`src/cmp_timing_consts.svh`:
```
`ifndef CMP_TIMING_CONSTS_SVH
`define CMP_TIMING_CONSTS_SVH

// Width of the programmed threshold code.
`define CODE_BITS 8
// Channel word length for the two-input and four-input variants.
`define CHAN_BITS_SHORT 2
`define CHAN_BITS_LONG 3
// Reset values.
`define CODE_RESET 8'h00
`define CHAN_RESET 3'h0

`endif

```
`src/cmp_timing_pkg.sv`:
```
package cmp_timing_pkg;
    typedef enum logic [1:0] {
        ST_IDLE,
        ST_CHAN,
        ST_CODE,
        ST_RUN
    } prog_state_t;
endpackage

```
`src/cmp_decide.sv`:
```
`timescale 1ns/1ps
`default_nettype none
`include "cmp_timing_consts.svh"
// Digital model of the sampled-data comparator core. The positive input is
// taken while the link clock is high, the negative input while it is low.
module cmp_decide #(
    parameter int WIDTH = 8
) (
    input wire logic clk,
    input wire logic rst,
    input wire logic link_clk_high,
    input wire logic sample_pos_now,
    input wire logic sample_neg_now,
    input wire logic [WIDTH-1:0] pos_in,
    input wire logic [WIDTH-1:0] neg_in,
    input wire logic [WIDTH-1:0] threshold_level,
    output logic zeroing,
    output logic decision
);
    logic [WIDTH-1:0] pos_held;
    logic [WIDTH-1:0] next_pos_held;
    logic next_decision;
    logic [WIDTH:0] diff;

    assign zeroing = link_clk_high;

    always_comb begin
        next_pos_held = pos_held;
        next_decision = decision;
        diff = {1'b0, pos_held} - {1'b0, neg_in};
        if (sample_pos_now) begin
            next_pos_held = pos_in;
        end
        if (sample_neg_now) begin
            if (pos_held <= neg_in) begin
                next_decision = 1'b0;
            end else begin
                next_decision = (diff[WIDTH-1:0] > threshold_level);
            end
        end
    end

    always_ff @(posedge clk) begin
        if (rst) begin
            pos_held <= '0;
            decision <= 1'b0;
        end else begin
            pos_held <= next_pos_held;
            decision <= next_decision;
        end
    end
endmodule
`default_nettype wire

```
`src/cmp_timing.sv`:
```
// Behaviour
// - With select low and programmed, a new decision appears at each falling link edge after the first.
// - Shown decision comes from the comparison finished half a link cycle earlier.
// - Positive input sampled while link clock high, negative while low.
// - Each comparison has a zeroing phase then a comparing phase.
// - Positive input step reaches output within one to two link cycles.
// - Negative input step reaches output within half to one and a half cycles.
// - Negative at or above positive gives a zero decision.
// - Select high releases the result output and keeps it released.
// - Output driver turns on at the rising link edge that ends programming.
// - Pulses changing late in a half period may be missed.
// - Configuration input captured on rising link edges.
// - Input difference compared against threshold set by the eight-bit code.
// - Leading zeros ignored; first one is the start bit.
// - Start bit, then two or three channel bits, then code LSB first.
// - After programming ignore config input; output undefined for 1.5 link cycles.
// - Select high clears the state, code, channel and output registers; new comparison needs full reprogramming.
`timescale 1ns/1ps
`default_nettype none
`include "cmp_timing_consts.svh"
module cmp_timing #(
    parameter int CHAN_BITS = `CHAN_BITS_LONG,
    parameter int WIDTH = 8
) (
    input wire logic clk,
    input wire logic rst,
    input wire logic select_n,
    input wire logic link_clk,
    input wire logic serial_config_in,
    input wire logic [WIDTH-1:0] pos_in,
    input wire logic [WIDTH-1:0] neg_in,
    output logic result_out,
    output logic result_oe,
    output logic [CHAN_BITS-1:0] channel_sel,
    output logic [`CODE_BITS-1:0] threshold_level,
    output logic zeroing,
    output logic programmed
);
    initial begin
        if (CHAN_BITS != `CHAN_BITS_SHORT && CHAN_BITS != `CHAN_BITS_LONG) begin
            $error("CHAN_BITS must be 2 or 3");
        end
        if (WIDTH != `CODE_BITS) begin
            $error("WIDTH must equal the code width");
        end
    end

    logic sel_n_s1, sel_n_s2, lclk_s1, lclk_s2, din_s1, din_s2, lclk_d;
    always_ff @(posedge clk) begin
        if (rst) begin
            sel_n_s1 <= 1'b1;
            sel_n_s2 <= 1'b1;
            lclk_s1 <= 1'b0;
            lclk_s2 <= 1'b0;
            lclk_d <= 1'b0;
            din_s1 <= 1'b0;
            din_s2 <= 1'b0;
        end else begin
            sel_n_s1 <= select_n;
            sel_n_s2 <= sel_n_s1;
            lclk_s1 <= link_clk;
            lclk_s2 <= lclk_s1;
            lclk_d <= lclk_s2;
            din_s1 <= serial_config_in;
            din_s2 <= din_s1;
        end
    end

    logic rise, fall, clr;
    assign rise = lclk_s2 && !lclk_d;
    assign fall = !lclk_s2 && lclk_d;
    assign clr = sel_n_s2;

    cmp_timing_pkg::prog_state_t state, next_state;
    logic [3:0] cnt, next_cnt;
    logic [CHAN_BITS-1:0] next_channel_sel;
    logic [`CODE_BITS-1:0] next_threshold_level;
    logic next_result_out, next_result_oe;
    logic settle, next_settle;
    logic decision;

    always_comb begin
        next_state = state;
        next_cnt = cnt;
        next_channel_sel = channel_sel;
        next_threshold_level = threshold_level;
        next_result_out = result_out;
        next_result_oe = result_oe;
        next_settle = settle;
        if (clr) begin
            next_state = cmp_timing_pkg::ST_IDLE;
            next_cnt = 4'h0;
            next_channel_sel = '0;
            next_threshold_level = `CODE_RESET;
            next_result_oe = 1'b0;
            next_result_out = 1'b0;
            next_settle = 1'b0;
        end else if (rise) begin
            unique case (state)
                cmp_timing_pkg::ST_IDLE: begin
                    if (din_s2) begin
                        next_state = cmp_timing_pkg::ST_CHAN;
                        next_cnt = 4'h0;
                    end
                end
                cmp_timing_pkg::ST_CHAN: begin
                    next_channel_sel = {channel_sel[CHAN_BITS-2:0], din_s2};
                    next_cnt = cnt + 4'h1;
                    if (cnt == 4'(CHAN_BITS - 1)) begin
                        next_state = cmp_timing_pkg::ST_CODE;
                        next_cnt = 4'h0;
                    end
                end
                cmp_timing_pkg::ST_CODE: begin
                    next_threshold_level = {din_s2, threshold_level[`CODE_BITS-1:1]};
                    next_cnt = cnt + 4'h1;
                    if (cnt == 4'(`CODE_BITS - 1)) begin
                        next_state = cmp_timing_pkg::ST_RUN;
                        next_result_oe = 1'b1;
                        next_settle = 1'b1;
                    end
                end
                cmp_timing_pkg::ST_RUN: begin
                    next_state = cmp_timing_pkg::ST_RUN;
                end
            endcase
        end else if (fall && state == cmp_timing_pkg::ST_RUN) begin
            // first fall is the undefined slot; update on fall only
            if (settle) begin
                next_settle = 1'b0;
            end else begin
                next_result_out = decision;
            end
        end
    end

    always_ff @(posedge clk) begin
        if (rst) begin
            state <= cmp_timing_pkg::ST_IDLE;
            cnt <= 4'h0;
            channel_sel <= '0;
            threshold_level <= `CODE_RESET;
            result_out <= 1'b0;
            result_oe <= 1'b0;
            settle <= 1'b0;
        end else begin
            state <= next_state;
            cnt <= next_cnt;
            channel_sel <= next_channel_sel;
            threshold_level <= next_threshold_level;
            result_out <= next_result_out;
            result_oe <= next_result_oe;
            settle <= next_settle;
        end
    end

    assign programmed = (state == cmp_timing_pkg::ST_RUN);

    cmp_decide #(.WIDTH(WIDTH)) u_decide (
        .clk(clk),
        .rst(rst),
        .link_clk_high(lclk_s2 && programmed),
        .sample_pos_now(fall && programmed),
        .sample_neg_now(rise && programmed && !clr),
        .pos_in(pos_in),
        .neg_in(neg_in),
        .threshold_level(threshold_level),
        .zeroing(zeroing),
        .decision(decision)
    );
endmodule
`default_nettype wire

```
`config.mk`:
```
export PLATFORM = sky130hd
export DESIGN_NAME = cmp_timing
export DESIGN_NICKNAME = d
export VERILOG_FILES = /design/src/cmp_timing_pkg.sv /design/src/cmp_decide.sv /design/src/cmp_timing.sv
export VERILOG_INCLUDE_DIRS = /design/src
export SDC_FILE = /design/constraint.sdc
export NUM_CORES = 1
export LEC_CHECK = 0
export BUFFER_PORTS_ARGS = -buffer_cell sky130_fd_sc_hd__buf_2
export CELL_PAD_IN_SITES_DETAIL_PLACEMENT = 0
export CELL_PAD_IN_SITES_GLOBAL_PLACEMENT = 1
export CORE_MARGIN = 8
export CORE_UTILIZATION = 33
export CTS_CLUSTER_SIZE = 40
export DETAILED_ROUTE_END_ITERATION = 10
export PLACE_DENSITY_LB_ADDON = 0.1
export REMOVE_ABC_BUFFERS = 1
export SETUP_SLACK_MARGIN = 0.3
export SKIP_LAST_GASP = 1
export SYNTH_ARGS = -nofsm -noshare
export SYNTH_HDL_FRONTEND = slang
export SYNTH_SLANG_ARGS = --single-unit
export TNS_END_PERCENT = 20
```
`constraint.sdc`:
```
create_clock -name clk -period 2.7 [get_ports clk]
set_input_delay 0.675 -clock clk [delete_from_list [all_inputs] [get_ports clk]]
set_output_delay 0.675 -clock clk [all_outputs]
set_load 0.01 [all_outputs]
```
* Yosys cells after proc, flatten, opt, wreduce, memory -nomap -nowiden *
Cells that the tools add are included.

cells by class
  add/subtract/negate cells = 2
  multipliers = 0
  div/mod/pow operators = 0
  order comparisons = 2
  eq/ne operators = 10
  shift operators = 0
  multiplexer cells = 12
  bitwise logic cells = 2
  reductions and logical operators = 20

operator list
  kind                 count
  $pmux 4 s3           1
  $reduce_and 3->1     4
  $gt 8x8->1           1
  $le 8x8->1           1
  $mux 4               2
  $pmux 2 s4           1
  $sub 8x8->8          1
  $logic_and 1x1->1    6
  $mux 2               3
  $ne 2x2->1 const B   3
  $mux 1               5
  $add 4x1->4 const B  1
  $eq 2x2->1 const B   2
  $eq 4x2->1 const B   1
  $eq 4x3->1 const B   1
  $ne 2x1->1 const B   2
  $reduce_and 2->1     2
  $reduce_and 4->1     1
  $logic_not 1->1      3
  $reduce_bool 3->1    1
  $eq 2x1->1 const B   1
  $logic_not 2->1      1
  $not 1->1            2
  $reduce_bool 2->1    1
  $reduce_or 2->1      1

word-level totals
  register bits = 36
  bits in latches = 0
  RAM bits = 0
  memory bits (read-only) = 0
  logic and storage cells = 64
  memories = 0

* Depth between registers and ports, before layout *
  word-level depth = 5
  depth in mapped cells = 13
  gate-level depth less buffers = 13

* By module *
Synthesis repeated with hierarchy kept, for this count alone.

second synthesis, totals
  cells, all modules = 245
  area total of the unflattened synthesis = 2082.0 µm²

by module, submodules not included
  module      instances  cells each  area an instance (µm²)  seq. area each (µm²)
  cmp_timing  1          129         1147.4                  540.5
  cmp_decide  1          116         934.6                   180.2

* Least setup slack after synthesis *
Ideal clock, no wire load.

  path kind = input-to-reg
  from = in neg_in[3]
  to = reg u_decide.decision
  library setup time = 124 ps
  data arrival time = 2729 ps
  slack = -153 ps
  cell stages on the path = 11
  cell sequence = inv_1 -> ha_1 -> a21o_1 -> a221o_1 -> or4_1 -> nand4_1 -> ha_1 -> nand4_1 -> a21oi_1 -> a211oi_1 -> o31ai_1

on the way
  word-level cells in the longest chain between the ends = 3

RTL lines
  element                 line              text
  start: declaration      cmp_timing.sv:31  input wire logic [WIDTH-1:0] neg_in,
  $sub 8x8->8             cmp_decide.sv:30  diff = {1'b0, pos_held} - {1'b0, neg_in};
  $gt 8x8->1              cmp_decide.sv:38  next_decision = (diff[WIDTH-1:0] > threshold_level);
  $mux 1 *                cmp_decide.sv:35  if (pos_held <= neg_in) begin
  end signal: assignment  cmp_decide.sv:49  decision <= next_decision;
  end: declaration        cmp_decide.sv:18  output logic decision

Every way passes the cells marked *; elsewhere a longest branch is shown, timed or not.
A chain may end at the register's enable or synchronous reset.

* Worst setup path in the final report *
  from = in neg_in[2]
  to = reg u_decide.decision

The elaborated chain is that of the path after synthesis.

==> results_dict.tcl <==
set metrics [dict create \
    synth_top_area_share_pct 35.9 \
    syn_inst 233 \
    synth_fa_ha_area_share_pct 15.9 \
    drcViolationCount 0 \
    rr_startpoint "u_decide.pos_held[0]$_SDFFE_PP0P_" \
    crit_fanout 2 \
    synth_top_family_by_area "simple AND/OR/NAND/NOR gates" \
    reg2reg_depth 13 \
    cts_tree "yes" \
    synth_seq_cells 36 \
    fin_crit_ps 2620 \
    crit_path_end_kind "flip-flop" \
    cpPeakStageDelay_ps 410 \
    maxSlewViolCount 0 \
    rows 28 \
    grt-ovfl-total 0 \
    path_buf_inv 2 \
    start_util_pct 33.9 \
    viasPerCell 4.83 \
    initialDrtViolationCount 74 \
    holdPathEnd "clr$_SDFF_PP1_" \
    multi_input_area_mm2 0.00121 \
    fin_total_pwr_mw 1.12 \
    yosys.area.top_type "dfxtp_1" \
    grt.total_usage_pct 11.2 \
    clk_path_buf_depth 2 \
    synthArstFlopShare_pct 0 \
    vdd_ir_drop_max_mv 0.254 \
    worstPathCellList "buf_2 > inv_1 > ha_1 > and3_1 > a221o_1 > or4_1 > nand4_1 > ha_1 > nand4_1 > a21oi_2 > a211oi_2 > o31ai_1" \
    fin_crit_sh_pct 97.1 \
    synth-simple-area-share_pct 22.2 \
    antenna_found_initial 0 \
    ys_warn_count 0 \
    whs_ps 413 \
    crit_arrival_ps 2800 \
    cts_root_buf "clkbuf_8" \
    grt_pass1_vias 1648 \
    fill_cells 583 \
    start_kind "input pin" \
    drt-pass1-iter-count 4 \
    critPathSlowestCell "or4_1" \
    critical_path_class "in2reg" \
    cp_top_family "simple AND/OR/NAND/NOR gates" \
    dieArea_mm2 0.00884 \
    antennaDiodeCount 0 \
    cap_viol_max_count 0 \
    cts_buffers 5 \
    ys_top_cells_by_area "dfxtp_1 (36%), ha_1 (15%), a21oi_1 (5.0%), mux2i_1 (4.5%), inv_1 (3.9%)" \
    cp-startpoint "neg_in[2]" \
    synthToLayoutAreaGrowth_pct 25.5 \
    powerDensity_mw_per_mm2 442 \
    min_from "sel_n_s1$_SDFF_PP1_" \
    grt_first_pass_wirelength_mm 7.82 \
    regArea_um2 721 \
    hpwl_mm 3.49 \
    synthFlopType "dfxtp_1" \
    synth-xor-area-share_pct 2.18 \
    clock_sinks 36 \
    routed_wl_mm 4.67 \
    synth.area.mux_share_pct 5.60 \
    rsz0062_at_grt "yes" \
    portBuffers 35 \
    min_path_cells 1 \
    die_h_um 94.0 \
    layout-drive-gt1-share_pct 26.4 \
    clk_latency_ps 290 \
    r2r-end "u_decide.decision$_SDFFE_PP0P_" \
    seq_area_frac_synth_pct 35.9 \
    final_cell_mix "dfxtp_1 (36), buf_2 (34), ha_1 (22), nor2_1 (20), nand2_1 (19)" \
    core_area_mm2 0.00592 \
    synth_area_per_cell_um2 8.62 \
    r2r_slack_ps 130 \
    finalHoldViolations 0 \
    clock_skew_ps 5.32 \
    outcome "finished, final reports clean" \
    via_count 1735 \
    clkTransAtPathRegs_ps 80 \
    grt_max_degree 18 \
    ant_nets 0 \
    post_drt_wl_per_cell_um 13.0 \
    leakage_nw 1.11 \
    final-setup-viol-count 0 \
    maxSlewHeadroom_pct 56.4 \
    tightestPinTransition_ps 653 \
    synthDistinctLibCells 41 \
    synth_compound_area_share_pct 12.0 \
    globalplace.congestion 0.769 \
    final_common_cell "dfxtp_1" \
    fmax_mhz 381 \
    hold_path.class "reg2reg" \
    required_ps 2880 \
    nNetsFinal 329 \
    synth_edf_count 0 \
    syn_area_mm2 0.00201 \
    die_w_um 94.0 \
    h-tree-depth 2 \
    ios 36 \
]
==> cells by family (layout without fill, tap and decap cells) <==
kind of cell | after synthesis | in the layout
xor+xnor | 5 | 5
simple gates | 88 | 88
fa+ha+maj | 25 | 25
compound gates | 38 | 38
mux | 11 | 11
flops | 36 | 36
buf+inv | 30 | 81
==> synthesized netlist by cell type, types with 2 or more instances <==
cell type / n
nand2_1: 19
ha_1: 24
o21ai_0: 3
xor2_1: 3
xnor2_1: 2
or3_1: 2
clkbuf_1: 5
or2_2: 3
buf_2: 2
nand3_1: 12
nand3b_1: 6
inv_1: 21
mux2_2: 2
nand4_1: 7
mux2i_1: 9
a311o_1: 2
dfxtp_1: 36
nor2b_1: 8
a211oi_1: 2
a21oi_1: 20
a21o_1: 3
nor3_1: 4
nor2_1: 20
==> metal layers <==
layer,global-route usage (%),wire [µm]
met1,14.7,2270
met2,16.0,2040
met3,4.40,298
met4,3.96,63
met5,0,0
==> final cells by class <==
cell class                      count  area share (%)
Sequential cell                    36            28.6
Tap cell                           75            3.72
Multi-Input combinational cell    167            48.0
Clock inverter                      2            1.39
Inverter                           21            3.13
Timing Repair Buffer               52            12.3
Clock buffer                        6            2.88
==> repair_timing <==
item | CTS | global route
buffers inserted | 2 | 0
setup endpoints to repair | 1 | 1
pin swaps | 19 | 1
resized for setup | 13 | 0
hold buffers | 0 | 0
==> worst reg2reg max path: cells and delay by family (launching register included) <==
family / cells / cell delay (ps)
buf+inv: 2 / 140
xor+xnor: 1 / 90
flops: 1 / 310
compound gates: 6 / 980
simple gates: 1 / 90
fa+ha+maj: 3 / 870
==> state kept, by name (all words and copies together), names as in the netlist, 2 cells and up <==
signal             count
state                  2
channel_sel            3
cnt                    4
threshold_level        8
u_decide.pos_held      8
==> metrics by stage <==
| stage | setup TNS, ps | instance area, µm² | utilization (%) | instances | setup WS, ps |
|---|---|---|---|---|---|
| floorplan | -153 | 1960 | - | 224 | -153 |
| global placement | -273 | 2340 | 39.6 | 349 | -273 |
| detailed placement | -361 | 2340 | 39.6 | 349 | -361 |
| CTS | 0 | 2520 | 42.6 | 359 | 130 |
| global route | -67.9 | 2520 | 42.6 | 359 | -67.9 |
| finish | 0 | 2520 | 42.6 | 359 | 77.9 |
==> where the power goes <==
part	leakage (nW)	internal, mW	switching (mW)
logic	0.766	0.0534	0.0502
registers	0.291	0.535	0.00166
clock network	0.0552	0.274	0.201
==> worst max path at each step <==
stage          depth (start not counted)                              to
2_1_floorplan                         11  u_decide.decision$_SDFFE_PP0P_
3_3_place_gp                          12  u_decide.decision$_SDFFE_PP0P_
3_5_place_dp                          12  u_decide.decision$_SDFFE_PP0P_
4_1_cts                               12  u_decide.decision$_SDFFE_PP0P_
5_1_grt                               12  u_decide.decision$_SDFFE_PP0P_
6_report                              12  u_decide.decision$_SDFFE_PP0P_
No activity file was read; power rests on OpenSTA's default activity.
